$ cat src/rtl/bcd_defs.svh
`ifndef BCD_DEFS_SVH
`define BCD_DEFS_SVH
// ----------------------------------------
// register offsets (byte address, low 8 bits)
// ----------------------------------------
`define BCD_OFF_CTRL 8'h00
`define BCD_OFF_HDR 8'h04
`define BCD_OFF_STAT 8'h08
`define BCD_OFF_LAST 8'h0c
`define BCD_OFF_FIELD 8'h40
`define BCD_OFF_FIELD_END 8'h7c
`define BCD_OFF_VAL 8'h80
`define BCD_OFF_VAL_END 8'h9c
// ----------------------------------------
// field positions
// ----------------------------------------
`define BCD_CTRL_GO 0
`define BCD_STAT_BUSY 0
`define BCD_STAT_DONE 1
`define BCD_STAT_ACK 2
`define BCD_STAT_NAK 3
`define BCD_STAT_LREJ 4
`define BCD_STAT_OPER 5
`define BCD_STAT_LINE 6
`define BCD_STAT_ERR_LSB 8
`define BCD_STAT_CNT_LSB 16
// ----------------------------------------
// reset values
// ----------------------------------------
`define BCD_HDR_RST 32'h0000_0000
`define BCD_FIELD_RST 48'h0000_0000_0000
// ----------------------------------------
// frame constants
// ----------------------------------------
`define BCD_HDR_LEN 6'h04
`define BCD_CMD_MIN 8'h80
`define BCD_CMD_MOVE_REL 8'ha7
`define BCD_CMD_HALT 8'ha1
`define BCD_W_NONE 8'h00
`define BCD_W_1 8'h01
`define BCD_W_2 8'h02
`define BCD_W_4 8'h04
`define BCD_W_6 8'h06
`define BCD_COORD_OFF 8'h00
`define BCD_COORD_ON 8'h01
`define BCD_NO_FIELD 4'h8
// ----------------------------------------
// reply characters and local error codes
// ----------------------------------------
`define BCD_CH_ACK 8'h3a
`define BCD_CH_NAK 8'h3f
`define BCD_CH_CR 8'h0d
`define BCD_CH_LF 8'h0a
`define BCD_CH_COMMA 8'h2c
`define BCD_CH_SEMI 8'h3b
`define BCD_CH_MINUS 8'h2d
`define BCD_CH_DOT 8'h2e
`define BCD_CH_UNDER 8'h5f
`define BCD_CH_ZERO 8'h30
`define BCD_CH_NINE 8'h39
`define BCD_ERR_NONE 8'h00
`define BCD_ERR_UNRECOG 8'h01
`define BCD_ERR_RANGE 8'h02
`endif

$ cat src/rtl/bcd_pkg.sv
package bcd_pkg;
   // ----------------------------------------
   // frame sequencer states
   // ----------------------------------------
   typedef enum logic [1:0] {
      BCD_IDLE,
      BCD_CHECK,
      BCD_SEND,
      BCD_WAIT
   } bcd_state_t;
endpackage

$ cat src/rtl/bcd_host.sv
// The placing of the registers and the AHB-Lite interface to the registers were chosen for this implementation.
`timescale 1ns/1ps
`include "bcd_defs.svh"
// What this block does
// - every frame starts with exactly four header bytes, data follows at once
// - first header byte is the command code, 81 to ee, msb set, reserved codes refused
// - second byte is field width code: 00 none, 01, 02 or 04 bytes
// - width code 06 means four integer bytes then two fraction bytes
// - third byte is 01 for coordinated move, 00 otherwise
// - fourth byte is an axis bitmap, bit 0 first axis to bit 7 eighth
// - one field per set bitmap bit, ascending order, none for clear bits
// - multi-byte fields go most significant byte first, two's complement
// - a command without data is just the four header bytes, width 00 or bitmap 00
// - an operand form is marked by a leading underscore
// - text commands end with a semicolon or a carriage return
module bcd_host
   import bcd_pkg::*;
(
   input wire logic hclk,
   input wire logic hresetn,
   input wire logic hsel,
   input wire logic [31:0] haddr,
   input wire logic [1:0] htrans,
   input wire logic hwrite,
   input wire logic [2:0] hsize,
   input wire logic [31:0] hwdata,
   input wire logic hready,
   output logic hreadyout,
   output logic [31:0] hrdata,
   output logic hresp,
   output logic [7:0] link_tx_data,
   output logic link_tx_req,
   input wire logic link_tx_ack,
   input wire logic [7:0] link_rx_data,
   input wire logic link_rx_req,
   output logic link_rx_ack
);
   // ----------------------------------------
   // helpers
   // ----------------------------------------
   function automatic logic bcd_reserved(input logic [7:0] c);
      logic r;
      r = (c == 8'h80) || (c >= 8'h9b && c <= 8'h9f) || (c >= 8'hab && c <= 8'haf) ||
          (c == 8'hbb) || (c == 8'hbc) || (c == 8'hc7) || (c >= 8'hd5 && c <= 8'hd7) ||
          (c >= 8'he2 && c <= 8'he4) || (c >= 8'hef);
      return r;
   endfunction

   function automatic logic [3:0] bcd_next_field(input logic [7:0] map, input logic [3:0] from);
      logic [3:0] r;
      r = `BCD_NO_FIELD;
      for (int i = 7; i >= 0; i--) begin
         if (4'(i) >= from && map[i]) r = 4'(i);
      end
      return r;
   endfunction

   function automatic logic [3:0] bcd_ones(input logic [7:0] map);
      logic [3:0] n;
      n = 4'h0;
      for (int i = 0; i < 8; i++) n = n + {3'b000, map[i]};
      return n;
   endfunction

   // ----------------------------------------
   // declarations
   // ----------------------------------------
   bcd_state_t state_ff;
   logic [31:0] hdr_ff;
   logic [47:0] field_ff [8];
   logic [31:0] val_ff [8];
   logic [7:0] ap_addr_ff;
   logic ap_wr_ff, rd_stage_ff;
   logic [31:0] hrdata_ff;
   logic tx_ack_s, rx_req_s;
   logic [7:0] rx_data_s;
   logic tx_req_ff, rx_ack_ff;
   logic [7:0] tx_data_ff, last_ff, err_ff;
   logic in_hdr_ff;
   logic [1:0] hidx_ff;
   logic [3:0] sel_ff;
   logic [2:0] bidx_ff;
   logic [5:0] sent_ff;
   logic done_ff, ack_ff, nak_ff, lrej_ff, oper_ff, line_ff;
   logic [31:0] acc_ff;
   logic neg_ff, frac_ff, dig_ff;
   logic [3:0] slot_ff;
   logic [7:0] cmd, width, coord, bitmap;
   logic [2:0] wlen;
   logic [5:0] exp_len, sh;
   logic take, wr_go, tx_raise, tx_step, last_byte, rx_take, in_wait;
   logic hdr_ok, code_ok;
   logic [7:0] cur_byte, hdr_byte, data_byte;
   logic [3:0] nxt_sel;
   logic [31:0] rd_mux, nxt_acc;

   assign cmd = hdr_ff[7:0];
   assign width = hdr_ff[15:8];
   assign coord = hdr_ff[23:16];
   assign bitmap = hdr_ff[31:24];
   assign wlen = width[2:0];

   // ----------------------------------------
   // pin synchronisers
   // ----------------------------------------
   bcd_sync #(.W(1)) u_sync_ack (
      .hclk(hclk),
      .hresetn(hresetn),
      .d(link_tx_ack),
      .q(tx_ack_s)
   );

   // data rides with req; the device holds it while req is high
   bcd_sync #(.W(9)) u_sync_rx (
      .hclk(hclk),
      .hresetn(hresetn),
      .d({link_rx_req, link_rx_data}),
      .q({rx_req_s, rx_data_s})
   );

   // ----------------------------------------
   // ahb-lite slave
   // ----------------------------------------
   // reads take one wait state so a write just before is always seen
   assign take = hsel && hready && htrans[1];
   assign hreadyout = ~rd_stage_ff;
   assign hresp = 1'b0;
   assign hrdata = hrdata_ff;
   assign wr_go = ap_wr_ff && ap_addr_ff == `BCD_OFF_CTRL && hwdata[`BCD_CTRL_GO];

   always_ff @(posedge hclk or negedge hresetn) begin
      if (!hresetn) begin
         ap_addr_ff <= 8'h00;
         ap_wr_ff <= 1'b0;
         rd_stage_ff <= 1'b0;
      end else begin
         ap_wr_ff <= take && hwrite;
         rd_stage_ff <= take && !hwrite;
         if (take) ap_addr_ff <= {haddr[7:2], 2'b00};
      end
   end

   always_comb begin
      rd_mux = 32'h0000_0000;
      if (ap_addr_ff == `BCD_OFF_HDR) begin
         rd_mux = hdr_ff;
      end else if (ap_addr_ff == `BCD_OFF_STAT) begin
         rd_mux[`BCD_STAT_BUSY] = state_ff != BCD_IDLE;
         rd_mux[`BCD_STAT_DONE] = done_ff;
         rd_mux[`BCD_STAT_ACK] = ack_ff;
         rd_mux[`BCD_STAT_NAK] = nak_ff;
         rd_mux[`BCD_STAT_LREJ] = lrej_ff;
         rd_mux[`BCD_STAT_OPER] = oper_ff;
         rd_mux[`BCD_STAT_LINE] = line_ff;
         rd_mux[`BCD_STAT_ERR_LSB +: 8] = err_ff;
         rd_mux[`BCD_STAT_CNT_LSB +: 4] = slot_ff;
      end else if (ap_addr_ff == `BCD_OFF_LAST) begin
         rd_mux[7:0] = last_ff;
      end else if (ap_addr_ff >= `BCD_OFF_FIELD && ap_addr_ff <= `BCD_OFF_FIELD_END) begin
         rd_mux = ap_addr_ff[2] ? {16'h0000, field_ff[ap_addr_ff[5:3]][47:32]}
                                : field_ff[ap_addr_ff[5:3]][31:0];
      end else if (ap_addr_ff >= `BCD_OFF_VAL && ap_addr_ff <= `BCD_OFF_VAL_END) begin
         rd_mux = val_ff[ap_addr_ff[4:2]];
      end
   end

   always_ff @(posedge hclk or negedge hresetn) begin
      if (!hresetn) hrdata_ff <= 32'h0000_0000;
      else if (rd_stage_ff) hrdata_ff <= rd_mux;
   end

   // header and fields are frozen while a frame is in flight
   always_ff @(posedge hclk or negedge hresetn) begin
      if (!hresetn) hdr_ff <= `BCD_HDR_RST;
      else if (ap_wr_ff && ap_addr_ff == `BCD_OFF_HDR && state_ff == BCD_IDLE) hdr_ff <= hwdata;
   end

   for (genvar g = 0; g < 8; g++) begin : g_field
      always_ff @(posedge hclk or negedge hresetn) begin
         if (!hresetn) begin
            field_ff[g] <= `BCD_FIELD_RST;
         end else if (ap_wr_ff && state_ff == BCD_IDLE) begin
            if (ap_addr_ff == `BCD_OFF_FIELD + 8'(8 * g)) field_ff[g][31:0] <= hwdata;
            if (ap_addr_ff == `BCD_OFF_FIELD + 8'(8 * g + 4)) field_ff[g][47:32] <= hwdata[15:0];
         end
      end
   end

   // ----------------------------------------
   // frame byte selection
   // ----------------------------------------
   assign exp_len = `BCD_HDR_LEN + ({2'b00, bcd_ones(bitmap)} * {3'b000, wlen});
   assign sh = 6'(({3'b000, wlen} - 6'h01 - {3'b000, bidx_ff}) << 3);
   // for code 06 the top four bytes are integer, the low two fraction
   assign data_byte = 8'(field_ff[sel_ff[2:0]] >> sh);

   always_comb begin
      case (hidx_ff)
         2'h0: hdr_byte = cmd;
         2'h1: hdr_byte = width;
         2'h2: hdr_byte = coord;
         default: hdr_byte = bitmap;
      endcase
   end

   assign cur_byte = in_hdr_ff ? hdr_byte : data_byte;
   assign code_ok = cmd >= `BCD_CMD_MIN && !bcd_reserved(cmd);
   assign hdr_ok = (width == `BCD_W_NONE || width == `BCD_W_1 || width == `BCD_W_2 ||
                    width == `BCD_W_4 || width == `BCD_W_6) &&
                   (coord == `BCD_COORD_OFF || coord == `BCD_COORD_ON);
   assign nxt_sel = bcd_next_field(bitmap, sel_ff + 4'h1);
   assign last_byte = in_hdr_ff ? (hidx_ff == 2'h3 && (width == `BCD_W_NONE || bitmap == 8'h00))
                                : (bidx_ff == wlen - 3'h1 && nxt_sel == `BCD_NO_FIELD);

   // ----------------------------------------
   // link transmit, four-phase req/ack
   // ----------------------------------------
   assign tx_raise = state_ff == BCD_SEND && !tx_req_ff && !tx_ack_s;
   assign tx_step = tx_req_ff && tx_ack_s;
   assign link_tx_req = tx_req_ff;
   assign link_tx_data = tx_data_ff;

   always_ff @(posedge hclk or negedge hresetn) begin
      if (!hresetn) begin
         tx_req_ff <= 1'b0;
         tx_data_ff <= 8'h00;
      end else if (tx_raise) begin
         tx_req_ff <= 1'b1;
         tx_data_ff <= cur_byte;
      end else if (tx_step) begin
         tx_req_ff <= 1'b0;
      end
   end

   // ----------------------------------------
   // frame sequencer
   // ----------------------------------------
   assign in_wait = state_ff == BCD_WAIT;
   assign rx_take = rx_req_s && !rx_ack_ff;

   always_ff @(posedge hclk or negedge hresetn) begin
      if (!hresetn) begin
         state_ff <= BCD_IDLE;
         in_hdr_ff <= 1'b1;
         hidx_ff <= 2'h0;
         sel_ff <= 4'h0;
         bidx_ff <= 3'h0;
         sent_ff <= 6'h00;
      end else begin
         case (state_ff)
            BCD_IDLE: begin
               if (wr_go) state_ff <= BCD_CHECK;
            end
            BCD_CHECK: begin
               in_hdr_ff <= 1'b1;
               hidx_ff <= 2'h0;
               sent_ff <= 6'h00;
               state_ff <= (code_ok && hdr_ok) ? BCD_SEND : BCD_IDLE;
            end
            BCD_SEND: begin
               if (tx_step) begin
                  sent_ff <= sent_ff + 6'h01;
                  if (last_byte) begin
                     state_ff <= BCD_WAIT;
                  end else if (in_hdr_ff && hidx_ff != 2'h3) begin
                     hidx_ff <= hidx_ff + 2'h1;
                  end else if (in_hdr_ff || bidx_ff == wlen - 3'h1) begin
                     in_hdr_ff <= 1'b0;
                     sel_ff <= in_hdr_ff ? bcd_next_field(bitmap, 4'h0) : nxt_sel;
                     bidx_ff <= 3'h0;
                  end else begin
                     bidx_ff <= bidx_ff + 3'h1;
                  end
               end
            end
            BCD_WAIT: begin
               if (rx_take && (rx_data_s == `BCD_CH_ACK || rx_data_s == `BCD_CH_NAK)) begin
                  state_ff <= BCD_IDLE;
               end
            end
            default: state_ff <= BCD_IDLE;
         endcase
      end
   end

   // ----------------------------------------
   // outcome flags, cleared by the next start
   // ----------------------------------------
   always_ff @(posedge hclk or negedge hresetn) begin
      if (!hresetn) begin
         done_ff <= 1'b0;
         ack_ff <= 1'b0;
         nak_ff <= 1'b0;
         lrej_ff <= 1'b0;
         err_ff <= `BCD_ERR_NONE;
      end else if (state_ff == BCD_CHECK && !(code_ok && hdr_ok)) begin
         done_ff <= 1'b1;
         nak_ff <= 1'b1;
         lrej_ff <= 1'b1;
         err_ff <= code_ok ? `BCD_ERR_RANGE : `BCD_ERR_UNRECOG;
      end else if (in_wait && rx_take && rx_data_s == `BCD_CH_ACK) begin
         done_ff <= 1'b1;
         ack_ff <= 1'b1;
      end else if (in_wait && rx_take && rx_data_s == `BCD_CH_NAK) begin
         done_ff <= 1'b1;
         nak_ff <= 1'b1;
      end else if (state_ff == BCD_IDLE && wr_go) begin
         done_ff <= 1'b0;
         ack_ff <= 1'b0;
         nak_ff <= 1'b0;
         lrej_ff <= 1'b0;
         err_ff <= `BCD_ERR_NONE;
      end
   end

   // ----------------------------------------
   // link receive and decimal reply parser
   // ----------------------------------------
   // bytes outside a wait are acked and dropped so the device never hangs
   assign link_rx_ack = rx_ack_ff;
   assign nxt_acc = (acc_ff << 3) + (acc_ff << 1) + {24'h000000, rx_data_s - `BCD_CH_ZERO};

   always_ff @(posedge hclk or negedge hresetn) begin
      if (!hresetn) begin
         rx_ack_ff <= 1'b0;
         last_ff <= 8'h00;
      end else if (rx_take) begin
         rx_ack_ff <= 1'b1;
         last_ff <= rx_data_s;
      end else if (!rx_req_s) begin
         rx_ack_ff <= 1'b0;
      end
   end

   always_ff @(posedge hclk or negedge hresetn) begin
      if (!hresetn) begin
         acc_ff <= 32'h0000_0000;
         neg_ff <= 1'b0;
         frac_ff <= 1'b0;
         dig_ff <= 1'b0;
         slot_ff <= 4'h0;
         oper_ff <= 1'b0;
         line_ff <= 1'b0;
         for (int i = 0; i < 8; i++) val_ff[i] <= 32'h0000_0000;
      end else if (state_ff == BCD_CHECK) begin
         acc_ff <= 32'h0000_0000;
         neg_ff <= 1'b0;
         frac_ff <= 1'b0;
         dig_ff <= 1'b0;
         slot_ff <= 4'h0;
         oper_ff <= 1'b0;
         line_ff <= 1'b0;
      end else if (in_wait && rx_take) begin
         if (rx_data_s >= `BCD_CH_ZERO && rx_data_s <= `BCD_CH_NINE) begin
            dig_ff <= 1'b1;
            if (!frac_ff) acc_ff <= nxt_acc;
         end else if (rx_data_s == `BCD_CH_MINUS) begin
            neg_ff <= 1'b1;
         end else if (rx_data_s == `BCD_CH_DOT) begin
            frac_ff <= 1'b1;
         end else if (rx_data_s == `BCD_CH_UNDER) begin
            oper_ff <= 1'b1;
         end else if (rx_data_s == `BCD_CH_LF) begin
            line_ff <= 1'b1;
         end else if (rx_data_s == `BCD_CH_COMMA || rx_data_s == `BCD_CH_CR ||
                      rx_data_s == `BCD_CH_SEMI) begin
            // one value per axis in axis order, an empty slot advances only when a comma ends it
            if (slot_ff != 4'h8 && (dig_ff || rx_data_s == `BCD_CH_COMMA)) begin
               if (dig_ff) val_ff[slot_ff[2:0]] <= neg_ff ? 32'(-acc_ff) : acc_ff;
               slot_ff <= slot_ff + 4'h1;
            end
            acc_ff <= 32'h0000_0000;
            neg_ff <= 1'b0;
            frac_ff <= 1'b0;
            dig_ff <= 1'b0;
         end
      end
   end
endmodule

$ cat src/rtl/bcd_sync.sv
`timescale 1ns/1ps
// two-flop synchroniser for pins coming from the device
module bcd_sync #(
   parameter int W = 1
) (
   input wire logic hclk,
   input wire logic hresetn,
   input wire logic [W-1:0] d,
   output logic [W-1:0] q
);
   logic [W-1:0] meta_ff;
   logic [W-1:0] q_ff;

   always_ff @(posedge hclk or negedge hresetn) begin
      if (!hresetn) begin
         meta_ff <= '0;
         q_ff <= '0;
      end else begin
         meta_ff <= d;
         q_ff <= meta_ff;
      end
   end

   assign q = q_ff;
endmodule

$ cat config.mk
export PLATFORM = sky130hd
export DESIGN_NAME = bcd_host
export DESIGN_NICKNAME = d
export VERILOG_FILES = /design/src/rtl/bcd_pkg.sv /design/src/rtl/bcd_host.sv /design/src/rtl/bcd_sync.sv
export VERILOG_INCLUDE_DIRS = /design/src /design/src/rtl
export SDC_FILE = /design/constraint.sdc
export NUM_CORES = 2
export LEC_CHECK = 0
export BUFFER_PORTS_ARGS = -buffer_cell sky130_fd_sc_hd__clkbuf_2
export CORE_ASPECT_RATIO = 0.5
export CORE_MARGIN = 4
export CORE_UTILIZATION = 25
export CTS_CLUSTER_DIAMETER = 60
export CTS_CLUSTER_SIZE = 40
export DETAILED_ROUTE_END_ITERATION = 6
export SYNTH_ARGS = -nofsm -noshare
export SYNTH_HDL_FRONTEND = slang
export SYNTH_SLANG_ARGS = --single-unit
export TNS_END_PERCENT = 100
$ cat constraint.sdc
create_clock -name hclk -period 11.61 [get_ports hclk]
set_clock_uncertainty 0.1 [all_clocks]
set_input_delay 1.161 -clock hclk [delete_from_list [all_inputs] [get_ports hclk]]
set_output_delay 1.161 -clock hclk [all_outputs]
set_load 0.03 [all_outputs]
==> flow_summary.toml <==
[cells_and_area]
finalNetCount = 3475
syn_to_final_growth_pct = 12.8
fill_cells = 16600
multiInputGateArea_mm2 = 0.0203
final_cell_area_mm2 = 0.0469
final_util_pct = 28.5
layout.cells.non_filler = 5565
seq_area_mm2 = 0.0203
drive_gt1_share_pct = 31.1

[timing]
setup-violations-final = 0
worstMarginPinSlew_ns = 1.17
period_share_pct = 41.6
fmax_ghz = 0.207
finalHoldViolCount = 0
rsz0062_at_grt = "false"
drv_slew = 0
worst_hold_slack_ns = 0.249
slew_headroom_pct = 22.0
setup_slack_ns = 6.78
fin_setup_tns_ns = 0
post-route-min-period_ns = 4.83

[setup_path]
regToRegSetupSlack_ns = 6.78
path_max_fanout = 47
crit_arrival_ns = 5.26
criticalPathCategory = "reg -> reg"
cp-end-kind = "flop"
rr_endpoint = "sel_ff[2]$_DFFE_PN0P_"
critPathLaunchType = "flop"
reg2reg_depth = 10
slowest_delay_ns = 0.90
r2r-start = "sel_ff[0]$_DFFE_PN0P_"
crit_path_start = "sel_ff[0]$_DFFE_PN0P_"
critPathRequiredTime_ns = 12.04
crit_slowest_cell = "buf_4"
crit_chain = "buf_4 > nand2_1 > or2_2 > a41oi_1 > o2111ai_1 > o21ai_0 > nor2_1 > o21ai_0 > nand2b_1 > mux2_2"
crit_path_frequent_cell = "o21ai_0"

[clock_tree]
cts_tree = "yes"
hold_buffers = 0
cts_resized = 0
clockBufferDepth = 3
cts.sinks = 809
h-tree-depth = 3
clock_latency_ns = 0.64
cts-root-buf = "clkbuf_16"
clk_pin_slew_ns = 0.09
postCtsSetupBuffers = 0
cts_made_buffers = 71

[die]
die_w_um = 585
die_y_um = 296
row_count = 105
initial_core_util_pct = 25.3
dieArea_mm2 = 0.173
io-pin-count = 128
coreArea_mm2 = 0.165

[hold_path]
hold_path_startpoint = "u_sync_rx.meta_ff[0]$_DFF_PN0_"
hold-path-cell-count = 0
hp-class = "reg -> reg"
min_to = "u_sync_rx.q[0]$_DFF_PN0_"

[synthesis]
synth_edf_count = 0
yosys_register_bits = 809
synthArstFlopShare_pct = 100
yosysSeqAreaShare_pct = 48.7
avgSynthCellArea_um2 = 12.5
synth_cells = 3332
yosysUniqueCellTypes = 75
synth_ff_type = "dfrtp_1"
synth_nets = 3497
ys_warn_count = 0
synth_area_mm2 = 0.0416

[global_route]
antenna_found_initial = 6
grt_pass1_wl_um = 179000
track_usage_pct = 13.2
grt_overflow = 0
grt_max_degree = 184
grt_pass1_vias = 29000

[pwr]
vdd_drop_max_mv = 0.0860
power_density_mw_per_mm2 = 143
p_leak_nw = 19.3
p_total_mw = 6.72

[route]
topRoutingLayerUsed = "met4"
wl_met2_um = 57900
drt-initial-drc-count = 2387
ant_nets = 0
met3WireLength_um = 5890
via_count = 28000
drt-met1-wl_um = 48200
drc = 0
firstDrtPassIters = 6
post_drt_wl_per_cell_um = 20.8
vias_per_cell = 5.03
wirelength_um = 116000

[placement]
place.gp.congestion = 0.825
dp_hpwl_um = 74800
dpl.cell_count = 5430
dp_slack_ns = 6.83
io_buffers = 96
post_dp_cell_area_mm2 = 0.0444

[status]
outcome = "finished, final reports clean"

[job]
maxCapViolations = 0
-- worst max path at each step --
stage / endpoint / slack (ns) / depth (start not counted)
5_1_grt: sel_ff[0]$_DFFE_PN0P_ / 6.38 / 10
4_1_cts: sel_ff[0]$_DFFE_PN0P_ / 6.80 / 10
3_5_place_dp: sel_ff[2]$_DFFE_PN0P_ / 6.83 / 10
3_3_place_gp: sel_ff[2]$_DFFE_PN0P_ / 6.87 / 10
2_1_floorplan: sel_ff[0]$_DFFE_PN0P_ / 7.65 / 13
6_report: sel_ff[2]$_DFFE_PN0P_ / 6.78 / 10
-- Yosys cell counts (all sizes together), types with 6 or more instances --
master / number / area, um^2
dfrtp: 808 / 20200
mux2: 446 / 5020
nand2: 365 / 1370
o21ai: 317 / 1590
mux4: 273 / 6150
clkbuf: 174 / 653
nor2: 142 / 533
a21oi: 114 / 571
mux2i: 85 / 851
ha: 74 / 926
buf: 72 / 304
inv: 51 / 191
xor2: 43 / 399
nand3: 35 / 175
o22ai: 30 / 188
nor3: 26 / 130
xnor2: 23 / 201
a221oi: 20 / 181
nor2b: 18 / 113
a22oi: 16 / 120
nand2b: 13 / 81.3
o31ai: 13 / 108
a31oi: 11 / 68.8
nand4: 11 / 83.8
a211oi: 9 / 67.6
or4: 9 / 71.3
a21o: 8 / 60.1
a221o: 8 / 80.1
a222oi: 8 / 80.1
or3: 8 / 50.1
fa: 7 / 140
o41ai: 7 / 87.6
a32oi: 6 / 52.6
nor3b: 6 / 45.0
o21a: 6 / 45.0
or2: 6 / 37.5
-- layer usage --
metal,up-vias,GRT usage (%)
met5,-,0
met4,0,4.55
met3,206,1.67
met2,845,22.9
met1,14700,16.9
li1,12300,-
-- critical path, delay by kind of cell, from the launching register on --
kind	cells	cell delay (ns)
AOI/OAI and AO/OA	4	1.50
and+or+nand+nor	4	0.97
buffers and inverters	1	0.90
DFF	1	0.84
muxes	1	0.36
-- layout by cell type, fill, tap and decap left out, types with 9 or more instances in the layout --
| cell | instances |
|---|---|
| mux2_2 | 446 |
| a22oi_1 | 16 |
| a31oi_1 | 11 |
| nand2_1 | 359 |
| nand3_1 | 30 |
| dfrtp_1 | 800 |
| clkbuf_16 | 76 |
| nand2b_1 | 13 |
| inv_6 | 20 |
| a221oi_1 | 19 |
| mux2i_1 | 85 |
| ha_1 | 73 |
| mux4_2 | 273 |
| nor2_1 | 142 |
| xor2_1 | 40 |
| a211oi_1 | 9 |
| o31ai_1 | 11 |
| o21ai_1 | 9 |
| nor2b_1 | 16 |
| xnor2_1 | 22 |
| clkbuf_2 | 95 |
| o22ai_1 | 30 |
| nor3_1 | 23 |
| inv_1 | 50 |
| buf_4 | 51 |
| nand4_1 | 10 |
| a21oi_1 | 114 |
| o21ai_0 | 308 |
-- power by group --
part	internal, mW	switching (mW)	total [mW]	leakage, nW
registers	2.95	0.170	3.12	10.3
logic	0.448	0.605	1.05	7.79
clock network	1.32	1.22	2.54	1.21
-- cell type report --
class                           count  area share [%]
Clock inverter                     49            1.13
Timing Repair Buffer              151            2.03
Multi-Input combinational cell   2225            43.2
Inverter                           52           0.416
Tap cell                         2193            5.85
Antenna cell                        3          0.0160
Sequential cell                   809            43.2
Clock buffer                       83            4.17
-- sequential cells by signal, indices dropped and copies added (netlist names), 3 cells and up, named ones only --
register,flops
field_ff,384
link_tx_data,8
hdr_ff,32
sel_ff,4
slot_ff,4
last_ff,8
bidx_ff,3
acc_ff,32
val_ff,256
u_sync_rx.q,9
hrdata,32
ap_addr_ff,6
u_sync_rx.meta_ff,9
-- cells by family after synthesis --
| group | share of synthesized area (%) |
|---|---|
| xor gates and xnor gates | 1.44 |
| muxes | 28.9 |
| other | 0.00902 |
| and+or+nand+nor | 6.83 |
| DFF | 48.7 |
| adders and majority gates | 2.59 |
| buffers and inverters | 2.77 |
| AOI/OAI and AO/OA | 8.75 |
(Power assumes the default switching activity.)
